File: src/hdl/tcc_pkg.sv
// Constants of the four-channel timer flag, enable and compare block
package tcc_pkg;
    localparam int ADDR_W = 8;
    localparam int REG_W = 16;
    localparam int FLAG_W = 5;
    localparam int CLR_W = 3;
    // Address layout: one block of eight words per channel, run word above
    localparam int CH_LSB = 5;
    localparam int OFF_LSB = 2;
    localparam logic [ADDR_W-1:0] RUN_ADDR = 8'h80;
    localparam int GLOBAL_BIT = 7;
    localparam logic [2:0] OFF_IRQ_EN = 3'h0;
    localparam logic [2:0] OFF_FLAGS = 3'h1;
    localparam logic [2:0] OFF_COUNTER = 3'h2;
    localparam logic [2:0] OFF_CMP_A = 3'h3;
    localparam logic [2:0] OFF_CMP_B = 3'h4;
    localparam logic [2:0] OFF_CMP_C = 3'h5;
    localparam logic [2:0] OFF_CMP_D = 3'h6;
    localparam logic [2:0] OFF_CTRL = 3'h7;
    // Flag and enable bit positions
    localparam int BIT_MATCH_A = 0;
    localparam int BIT_MATCH_B = 1;
    localparam int BIT_MATCH_C = 2;
    localparam int BIT_MATCH_D = 3;
    localparam int BIT_OVERFLOW = 4;
    // Control word fields
    localparam int CTRL_BUF_A_BIT = 0;
    localparam int CTRL_BUF_B_BIT = 1;
    localparam int CTRL_CLR_LSB = 4;
    localparam logic [CLR_W-1:0] CLR_NONE = 3'h0;
    localparam logic [CLR_W-1:0] CLR_BY_A = 3'h1;
    localparam logic [CLR_W-1:0] CLR_BY_B = 3'h2;
    localparam logic [CLR_W-1:0] CLR_BY_C = 3'h3;
    localparam logic [CLR_W-1:0] CLR_BY_D = 3'h4;
    // Reset values, counter top and count step
    localparam logic [REG_W-1:0] COUNTER_RESET = 16'h0000;
    localparam logic [REG_W-1:0] COMPARE_RESET = 16'hFFFF;
    localparam logic [REG_W-1:0] COUNTER_TOP = 16'hFFFF;
    localparam logic [REG_W-1:0] COUNTER_ONE = 16'h0001;
    // AXI responses
    localparam logic [1:0] RESP_OKAY = 2'h0;
    localparam logic [1:0] RESP_SLVERR = 2'h2;
endpackage

File: src/hdl/tcc_timer.sv
// Timer channels: counters, compare registers, flags and interrupt gating
//
// Local design decisions: the AXI4-Lite register port and the address map.
`timescale 1ns/1ns

// Summary of operation
// Bits 15..5 of enable/flags read zero
// Enable bit 4 gates overflow flag interrupt
// Enable bit 3 gates match D interrupt
// Enable bit 2 gates match C interrupt
// Enable bit 1 gates match B interrupt
// Enable bit 0 gates match A interrupt
// Flag bit 4 sets on counter wrap
// Overflow flag clears by zero after read
// Flag bit 3 sets on D match
// Flag bit 2 sets on C match
// Flag bit 1 sets on B match
// Flag bit 0 sets on A match
// Writing one to a flag does nothing
// Counter sixteen bits, resets to zero
// Compare registers sixteen bits, reset all ones
// Registers C and D may act as buffers
// C buffers A, D buffers B only
// Counter advances only while run bit set
// Selected match clears counter to zero
// Buffer copies into partner on match
// Interrupt high while enabled flag set
module tcc_timer #(
    parameter int NUM_CH = 4
) (
    input wire logic core_clk,
    input wire logic rst_n,
    input wire logic countTick,
    input wire logic [tcc_pkg::ADDR_W-1:0] s_axi_awaddr,
    input wire logic s_axi_awvalid,
    output logic s_axi_awready,
    input wire logic [31:0] s_axi_wdata,
    input wire logic [3:0] s_axi_wstrb,
    input wire logic s_axi_wvalid,
    output logic s_axi_wready,
    output logic [1:0] s_axi_bresp,
    output logic s_axi_bvalid,
    input wire logic s_axi_bready,
    input wire logic [tcc_pkg::ADDR_W-1:0] s_axi_araddr,
    input wire logic s_axi_arvalid,
    output logic s_axi_arready,
    output logic [31:0] s_axi_rdata,
    output logic [1:0] s_axi_rresp,
    output logic s_axi_rvalid,
    input wire logic s_axi_rready,
    output logic [NUM_CH-1:0] channelIrq,
    output logic [NUM_CH-1:0] channelRun,
    output logic [NUM_CH*tcc_pkg::FLAG_W-1:0] channelEvent
);
    if (NUM_CH < 1 || NUM_CH > 4) begin : g_bad_ch
        $error("NUM_CH must lie between 1 and 4");
    end

    typedef struct packed {
        logic [NUM_CH-1:0][tcc_pkg::REG_W-1:0] cnt;
        logic [NUM_CH-1:0][tcc_pkg::REG_W-1:0] cmpA;
        logic [NUM_CH-1:0][tcc_pkg::REG_W-1:0] cmpB;
        logic [NUM_CH-1:0][tcc_pkg::REG_W-1:0] cmpC;
        logic [NUM_CH-1:0][tcc_pkg::REG_W-1:0] cmpD;
        logic [NUM_CH-1:0][tcc_pkg::FLAG_W-1:0] irqEn;
        logic [NUM_CH-1:0][tcc_pkg::FLAG_W-1:0] flags;
        logic [NUM_CH-1:0][tcc_pkg::FLAG_W-1:0] seen;
        logic [NUM_CH-1:0][tcc_pkg::FLAG_W-1:0] events;
        logic [NUM_CH-1:0][tcc_pkg::CLR_W-1:0] clrSel;
        logic [NUM_CH-1:0] bufA;
        logic [NUM_CH-1:0] bufB;
        logic [NUM_CH-1:0] run;
        logic [NUM_CH-1:0] irq;
        logic awHeld;
        logic wHeld;
        logic awRdy;
        logic wRdy;
        logic arRdy;
        logic bValid;
        logic rValid;
        logic [tcc_pkg::ADDR_W-1:0] awAddr;
        logic [tcc_pkg::ADDR_W-1:0] arAddr;
        logic [31:0] wData;
        logic [3:0] wStrb;
        logic [1:0] bResp;
        logic [1:0] rResp;
        logic [31:0] rData;
    } tcc_state_t;

    localparam tcc_state_t ST_RESET = '{
        cmpA: {NUM_CH{tcc_pkg::COMPARE_RESET}},
        cmpB: {NUM_CH{tcc_pkg::COMPARE_RESET}},
        cmpC: {NUM_CH{tcc_pkg::COMPARE_RESET}},
        cmpD: {NUM_CH{tcc_pkg::COMPARE_RESET}},
        cnt: {NUM_CH{tcc_pkg::COUNTER_RESET}},
        default: '0
    };

    tcc_state_t stateReg;
    tcc_state_t stateNext;

    // Byte-lane merge for the sixteen-bit registers
    function automatic logic [tcc_pkg::REG_W-1:0] mergeLanes(
        input logic [tcc_pkg::REG_W-1:0] old,
        input logic [31:0] data,
        input logic [3:0] strb
    );
        return {strb[1] ? data[15:8] : old[15:8],
            strb[0] ? data[7:0] : old[7:0]};
    endfunction

    logic doWr, wrGlobal, wrOk, rdGlobal, doRd;
    logic [1:0] wrCh, rdCh;
    logic [2:0] wrOff, rdOff;

    assign doWr = stateReg.awHeld && stateReg.wHeld && !stateReg.bValid;
    assign wrGlobal = stateReg.awAddr[tcc_pkg::ADDR_W-1:tcc_pkg::OFF_LSB]
        == tcc_pkg::RUN_ADDR[tcc_pkg::ADDR_W-1:tcc_pkg::OFF_LSB];
    assign wrCh = stateReg.awAddr[tcc_pkg::CH_LSB+1:tcc_pkg::CH_LSB];
    assign wrOff = stateReg.awAddr[tcc_pkg::CH_LSB-1:tcc_pkg::OFF_LSB];
    assign wrOk = wrGlobal || (!stateReg.awAddr[tcc_pkg::GLOBAL_BIT]
        && int'(wrCh) < NUM_CH);
    assign doRd = s_axi_arvalid && stateReg.arRdy;
    assign rdGlobal = s_axi_araddr[tcc_pkg::ADDR_W-1:tcc_pkg::OFF_LSB]
        == tcc_pkg::RUN_ADDR[tcc_pkg::ADDR_W-1:tcc_pkg::OFF_LSB];
    assign rdCh = s_axi_araddr[tcc_pkg::CH_LSB+1:tcc_pkg::CH_LSB];
    assign rdOff = s_axi_araddr[tcc_pkg::CH_LSB-1:tcc_pkg::OFF_LSB];

    always_comb begin
        logic tick, clr, ovf, chWr, chRd;
        logic [3:0] eq;
        logic [tcc_pkg::FLAG_W-1:0] evt;
        logic [tcc_pkg::FLAG_W-1:0] clrMask;
        logic [tcc_pkg::REG_W-1:0] cur;
        tick = 1'b0;
        clr = 1'b0;
        ovf = 1'b0;
        chWr = 1'b0;
        chRd = 1'b0;
        eq = '0;
        evt = '0;
        clrMask = '0;
        cur = '0;
        stateNext = stateReg;
        if (s_axi_awvalid && stateReg.awRdy) begin
            stateNext.awHeld = 1'b1;
            stateNext.awAddr = s_axi_awaddr;
        end
        if (s_axi_wvalid && stateReg.wRdy) begin
            stateNext.wHeld = 1'b1;
            stateNext.wData = s_axi_wdata;
            stateNext.wStrb = s_axi_wstrb;
        end
        if (doWr) begin
            stateNext.awHeld = 1'b0;
            stateNext.wHeld = 1'b0;
            stateNext.bValid = 1'b1;
            stateNext.bResp = wrOk ? tcc_pkg::RESP_OKAY : tcc_pkg::RESP_SLVERR;
        end
        if (stateReg.bValid && s_axi_bready) begin
            stateNext.bValid = 1'b0;
        end
        if (doWr && wrGlobal && stateReg.wStrb[0]) begin
            stateNext.run = stateReg.wData[NUM_CH-1:0];
        end
        if (stateReg.rValid && s_axi_rready) begin
            stateNext.rValid = 1'b0;
        end
        if (doRd) begin
            stateNext.rValid = 1'b1;
            stateNext.arAddr = s_axi_araddr;
            stateNext.rResp = tcc_pkg::RESP_OKAY;
            stateNext.rData = '0;
            if (rdGlobal) begin
                stateNext.rData = 32'(stateReg.run);
            end else if (s_axi_araddr[tcc_pkg::GLOBAL_BIT]
                || int'(rdCh) >= NUM_CH) begin
                stateNext.rResp = tcc_pkg::RESP_SLVERR;
            end else if (rdOff == tcc_pkg::OFF_IRQ_EN) begin
                stateNext.rData = 32'(stateReg.irqEn[rdCh]);
            end else if (rdOff == tcc_pkg::OFF_FLAGS) begin
                stateNext.rData = 32'(stateReg.flags[rdCh]);
            end else if (rdOff == tcc_pkg::OFF_COUNTER) begin
                stateNext.rData = 32'(stateReg.cnt[rdCh]);
            end else if (rdOff == tcc_pkg::OFF_CMP_A) begin
                stateNext.rData = 32'(stateReg.cmpA[rdCh]);
            end else if (rdOff == tcc_pkg::OFF_CMP_B) begin
                stateNext.rData = 32'(stateReg.cmpB[rdCh]);
            end else if (rdOff == tcc_pkg::OFF_CMP_C) begin
                stateNext.rData = 32'(stateReg.cmpC[rdCh]);
            end else if (rdOff == tcc_pkg::OFF_CMP_D) begin
                stateNext.rData = 32'(stateReg.cmpD[rdCh]);
            end else begin
                stateNext.rData[tcc_pkg::CTRL_BUF_A_BIT] = stateReg.bufA[rdCh];
                stateNext.rData[tcc_pkg::CTRL_BUF_B_BIT] = stateReg.bufB[rdCh];
                stateNext.rData[tcc_pkg::CTRL_CLR_LSB+:tcc_pkg::CLR_W] =
                    stateReg.clrSel[rdCh];
            end
        end
        for (int c = 0; c < NUM_CH; c++) begin
            cur = stateReg.cnt[c];
            tick = stateReg.run[c] && countTick;
            eq[0] = tick && cur == stateReg.cmpA[c];
            eq[1] = tick && cur == stateReg.cmpB[c];
            eq[2] = tick && cur == stateReg.cmpC[c];
            eq[3] = tick && cur == stateReg.cmpD[c];
            case (stateReg.clrSel[c])
                tcc_pkg::CLR_BY_A: clr = eq[0];
                tcc_pkg::CLR_BY_B: clr = eq[1];
                tcc_pkg::CLR_BY_C: clr = eq[2];
                tcc_pkg::CLR_BY_D: clr = eq[3];
                default: clr = 1'b0;
            endcase
            ovf = tick && !clr && cur == tcc_pkg::COUNTER_TOP;
            // A register serving as buffer raises no match of its own
            evt = '0;
            evt[tcc_pkg::BIT_OVERFLOW] = ovf;
            evt[tcc_pkg::BIT_MATCH_A] = eq[0];
            evt[tcc_pkg::BIT_MATCH_B] = eq[1];
            evt[tcc_pkg::BIT_MATCH_C] = eq[2] && !stateReg.bufA[c];
            evt[tcc_pkg::BIT_MATCH_D] = eq[3] && !stateReg.bufB[c];
            stateNext.events[c] = evt;
            if (clr) begin
                stateNext.cnt[c] = tcc_pkg::COUNTER_RESET;
            end else if (tick) begin
                stateNext.cnt[c] = cur + tcc_pkg::COUNTER_ONE;
            end
            if (stateReg.bufA[c] && eq[0]) begin
                stateNext.cmpA[c] = stateReg.cmpC[c];
            end
            if (stateReg.bufB[c] && eq[1]) begin
                stateNext.cmpB[c] = stateReg.cmpD[c];
            end
            chWr = doWr && !wrGlobal && wrOk && int'(wrCh) == c;
            chRd = doRd && !rdGlobal && !s_axi_araddr[tcc_pkg::GLOBAL_BIT]
                && int'(rdCh) == c && rdOff == tcc_pkg::OFF_FLAGS;
            clrMask = '0;
            // Software writes to counter and compare registers win over counting and buffer transfer
            if (chWr) begin
                if (wrOff == tcc_pkg::OFF_IRQ_EN && stateReg.wStrb[0]) begin
                    stateNext.irqEn[c] =
                        stateReg.wData[tcc_pkg::FLAG_W-1:0];
                end else if (wrOff == tcc_pkg::OFF_FLAGS
                    && stateReg.wStrb[0]) begin
                    // Only zero bits that were read as one may clear
                    clrMask = ~stateReg.wData[tcc_pkg::FLAG_W-1:0]
                        & stateReg.seen[c];
                end else if (wrOff == tcc_pkg::OFF_COUNTER) begin
                    stateNext.cnt[c] = mergeLanes(stateReg.cnt[c],
                        stateReg.wData, stateReg.wStrb);
                end else if (wrOff == tcc_pkg::OFF_CMP_A) begin
                    stateNext.cmpA[c] = mergeLanes(stateReg.cmpA[c],
                        stateReg.wData, stateReg.wStrb);
                end else if (wrOff == tcc_pkg::OFF_CMP_B) begin
                    stateNext.cmpB[c] = mergeLanes(stateReg.cmpB[c],
                        stateReg.wData, stateReg.wStrb);
                end else if (wrOff == tcc_pkg::OFF_CMP_C) begin
                    stateNext.cmpC[c] = mergeLanes(stateReg.cmpC[c],
                        stateReg.wData, stateReg.wStrb);
                end else if (wrOff == tcc_pkg::OFF_CMP_D) begin
                    stateNext.cmpD[c] = mergeLanes(stateReg.cmpD[c],
                        stateReg.wData, stateReg.wStrb);
                end else if (wrOff == tcc_pkg::OFF_CTRL
                    && stateReg.wStrb[0]) begin
                    stateNext.bufA[c] =
                        stateReg.wData[tcc_pkg::CTRL_BUF_A_BIT];
                    stateNext.bufB[c] =
                        stateReg.wData[tcc_pkg::CTRL_BUF_B_BIT];
                    stateNext.clrSel[c] =
                        stateReg.wData[tcc_pkg::CTRL_CLR_LSB+:tcc_pkg::CLR_W];
                end
            end
            // A new event in the clearing cycle keeps its flag set
            stateNext.flags[c] = (stateReg.flags[c] & ~clrMask)
                | evt;
            stateNext.seen[c] = (stateReg.seen[c] & ~clrMask)
                | (chRd ? stateReg.flags[c] : '0);
            stateNext.irq[c] = |(stateNext.flags[c]
                & stateNext.irqEn[c]);
        end
        stateNext.awRdy = !stateNext.awHeld && !stateNext.bValid;
        stateNext.wRdy = !stateNext.wHeld && !stateNext.bValid;
        stateNext.arRdy = !stateNext.rValid;
    end

    always_ff @(posedge core_clk) begin
        if (!rst_n) begin
            stateReg <= ST_RESET;
        end else begin
            stateReg <= stateNext;
        end
    end

    assign s_axi_awready = stateReg.awRdy;
    assign s_axi_wready = stateReg.wRdy;
    assign s_axi_bvalid = stateReg.bValid;
    assign s_axi_bresp = stateReg.bResp;
    assign s_axi_arready = stateReg.arRdy;
    assign s_axi_rvalid = stateReg.rValid;
    assign s_axi_rresp = stateReg.rResp;
    assign s_axi_rdata = stateReg.rData;
    assign channelIrq = stateReg.irq;
    assign channelRun = stateReg.run;
    assign channelEvent = stateReg.events;

    // Checks on channel 0, apart from the reserved-bit read check, which covers every channel
    logic tick0, wr0;
    logic [2:0] rdOffQ;
    assign tick0 = stateReg.run[0] && countTick;
    assign wr0 = doWr && !wrGlobal && wrOk && wrCh == 2'h0;
    assign rdOffQ = stateReg.arAddr[tcc_pkg::CH_LSB-1:tcc_pkg::OFF_LSB];
endmodule

File: config.mk
export PLATFORM = sky130hd
export DESIGN_NAME = tcc_timer
export DESIGN_NICKNAME = d
export VERILOG_FILES = /design/src/hdl/tcc_pkg.sv /design/src/hdl/tcc_timer.sv
export SDC_FILE = /design/constraint.sdc
export NUM_CORES = 2
export LEC_CHECK = 0
export BUFFER_PORTS_ARGS = -buffer_cell sky130_fd_sc_hd__buf_2
export CORE_UTILIZATION = 30
export CTS_CLUSTER_SIZE = 8
export DETAILED_ROUTE_END_ITERATION = 6
export GPL_TIMING_DRIVEN = 0
export MAX_ROUTING_LAYER = met4
export PLACE_DENSITY = 0.54
export SKIP_CTS_REPAIR_TIMING = 1
export SYNTH_ARGS = -nofsm -noshare
export SYNTH_HDL_FRONTEND = slang
export SYNTH_SLANG_ARGS = --single-unit
File: constraint.sdc
create_clock -name core_clk -period 6.1 [get_ports core_clk]
set_input_delay 0.305 -clock core_clk [delete_from_list [all_inputs] [get_ports core_clk]]
set_output_delay 0.305 -clock core_clk [all_outputs]
set_load 0.02 [all_outputs]
==> impl_metrics.json <==
{
  "cts_tree": "built",
  "vias": 29600,
  "syn_to_final_growth_pct": 15.8,
  "yosysWarnings": 0,
  "synth_xor_area_frac": 0.0884,
  "cts_max_level": 3,
  "required_ps": 6540,
  "max-cap-violations": 6,
  "postSynthCellCount": 3367,
  "antenna_found_initial": 22,
  "drv_slew": 47,
  "drive_above_1_share": 0.131,
  "period_share": 0.800,
  "setup_viol": 0,
  "dp_slack_ps": 1530,
  "multi_input_area_sq_um": 16200,
  "crit_path_start_kind": "flip-flop",
  "wl_um": 184000,
  "run_status": "finished, violations left",
  "synth_fa_ha_area_frac": 0.00182,
  "critPathSlowestCell": "nor3_1",
  "synth-compound-area-share": 0.158,
  "failed_checks": "negative hold slack, max-capacitance violations, max-slew violations",
  "muxShareOfSynthArea": 0.110,
  "std_cell_rows": 110,
  "first_pass_iters": 6,
  "max_freq_mhz": 205,
  "ant_nets": 0,
  "syn_area_per_cell_sq_um": 8.18,
  "grtUsageTotal": 0.396,
  "ys_seq_elements": 477,
  "die_w_um": 305,
  "placed_area_sq_um": 29600,
  "seq_area_sq_um": 9550,
  "fill_cells": 9529,
  "clock_skew_ps": 34.8,
  "final_area_sq_um": 31900,
  "drc": 0,
  "gr-total-overflow": 0,
  "cts_sinks": 477,
  "clkTransAtPathRegs_ps": 50,
  "gp_congestion": 1.09,
  "critical_path.top_delay_family": "simple AND/OR/NAND/NOR gates",
  "grt_max_degree": 12,
  "initial_core_util": 0.304,
  "min_period_ps": 4880,
  "cp.buffers_inverters": 2,
  "routed_via_density": 6.20,
  "p_leak_uw": 0.0119,
  "boundaryPins": 129,
  "p_per_area_nw_per_um2": 236,
  "final_nets": 3636,
  "rsz0062_at_grt": "false",
  "dp_hpwl_um": 144000,
  "worst_ep_arrival_time_ps": 5320,
  "hold_ws_ps": -9.19,
  "drtIter0Drc": 4707,
  "async_flop_share": 0,
  "core_area_sq_um": 90400,
  "clockBufferDepth": 3,
  "yosysSeqAreaShare": 0.347,
  "crit_path_max_incr_delay_ps": 1120,
  "whs_path_depth": 3,
  "wl_per_cell_um": 38.5,
  "path_cells": "clkbuf_1 -> nor2_1 -> nand2_1 -> nor2_2 -> nand2_1 -> nor3_1 -> clkbuf_1 -> o211ai_1",
  "yosysUniqueCellTypes": 88,
  "final_cell_mix": "nand2_1 (562), dfxtp_1 (477), nor2_1 (285), a21oi_1 (202), clkbuf_1 (180)",
  "die-area_sq_um": 93000,
  "tightest_slew_ps": 1590,
  "irDropWorstVdd_mv": 0.203,
  "critPathKind": "flip-flop to flip-flop",
  "crit_path_end_kind": "flip-flop",
  "grt_pass1_vias": 26700,
  "cts-root-buf": "clkbuf_16",
  "ys.flop_type": "dfxtp_1",
  "cp_num_cells": 8,
  "syn_area_sq_um": 27500,
  "synth_edf_count": 0,
  "grt_pass1_wl_um": 242000,
  "numCtsBuffers": 71,
  "power_uw": 7530,
  "dieHeight_um": 305,
  "hold_viol": 2,
  "port_buffers": 85,
  "clock_latency_ps": 670,
  "synth-simple-area-share": 0.227,
  "slew-limit-headroom": -0.0595,
  "crit_fanout": 10,
  "fin_ws_ps": 1220,
  "rr_worst_depth": 8,
  "layout_commonest_cell": "nand2_1",
  "synth_top_family_by_area": "simple AND/OR/NAND/NOR gates",
  "setup_tns_ps": 0,
  "hold_path_class": "primary input to flip-flop"
}
## worst paths after layout
path	startpoint	endpoint	slack, ps
hold reg to reg	s_axi_bresp[1]	s_axi_bresp[1]	470
hold / removal	s_axi_bready	s_axi_bvalid	-9
setup reg to reg	stateReg[85]	stateReg[346]	1220
setup / recovery	stateReg[85]	stateReg[346]	1220
## synth_stat cells, types with 10 or more instances
cell type	number	area share
clkbuf_1	176	0.024
nand3b_1	10	0.0027
xor2_1	149	0.047
nand2_1	562	0.077
and3_1	36	0.0082
and2_1	26	0.0059
nor4_1	38	0.0086
mux4_2	84	0.069
o21ai_0	124	0.023
o22ai_1	39	0.0089
mux2_2	22	0.0090
nor3_1	76	0.014
a22oi_1	78	0.021
nand3_1	158	0.029
nor2_1	287	0.039
buf_1	14	0.0019
buf_4	70	0.019
nor2b_1	12	0.0027
a21oi_1	202	0.037
o211ai_1	118	0.032
o31ai_1	10	0.0027
a221oi_1	10	0.0032
nor3b_1	13	0.0035
nand4_1	54	0.012
xnor2_1	129	0.041
nand2b_1	17	0.0039
dfxtp_1	477	0.35
inv_1	26	0.0035
buf_2	72	0.013
mux2i_1	82	0.030
a31oi_1	25	0.0057
## per-layer routing
| layer | GRT usage | part of all wire | up-vias |
|---|---|---|---|
| met5 | - | 0 | - |
| met4 | 0.232 | 0.069 | 0 |
| met3 | 0.100 | 0.12 | 448 |
| met2 | 0.543 | 0.41 | 2139 |
| met1 | 0.521 | 0.41 | 14700 |
| li1 | - | - | 12300 |
## cell families after synthesis
| kind of cell | after synthesis |
|---|---|
| and+or+nand+nor | 1358 |
| AOI/OAI and AO/OA | 684 |
| DFF | 477 |
| buffers and inverters | 374 |
| xor gates and xnor gates | 278 |
| muxes | 191 |
| adders and majority gates | 4 |
| other | 1 |
## sequential cells by signal (all words and copies together), names as in the netlist
register,count
stateReg,426
channelEvent,20
s_axi_rdata,16
channelIrq,4
channelRun,4
s_axi_arready,1
s_axi_awready,1
s_axi_bresp,1
s_axi_bvalid,1
s_axi_rresp,1
s_axi_rvalid,1
s_axi_wready,1
## through the flow
| stage | hold WS [ps] | utilization | std cells |
|---|---|---|---|
| floorplan | 432 | - | 3384 |
| CTS | -134 | 0.349 | 4740 |
| detailed placement | 463 | 0.327 | 4649 |
| finish | -9.19 | 0.352 | 4782 |
| global placement | 457 | 0.326 | 4645 |
| global route | 5.67 | 0.352 | 4776 |
## power breakdown
group	internal [uW]	switching (uW)	total, uW
sequential	3130	22.7	3160
combinational	124	457	581
clock	2150	1640	3790
## layout make-up
| class | count | area share |
|---|---|---|
| buffer | 346 | 0.0553 |
| timing repair buffer | 115 | 0.0230 |
| inverter | 28 | 0.00330 |
| multi-input combinational | 2533 | 0.508 |
| sequential | 477 | 0.300 |
| clock buffer | 83 | 0.0584 |
| tap | 1176 | 0.0462 |
| clock inverter | 8 | 0.00459 |
| antenna | 16 | 0.00126 |
## worst min-delay path, cell delays in order
cell	delay [ps]
buf_2	70
nand2b_1	130
a21oi_1	80
No activity file was read; power rests on OpenSTA's default activity.
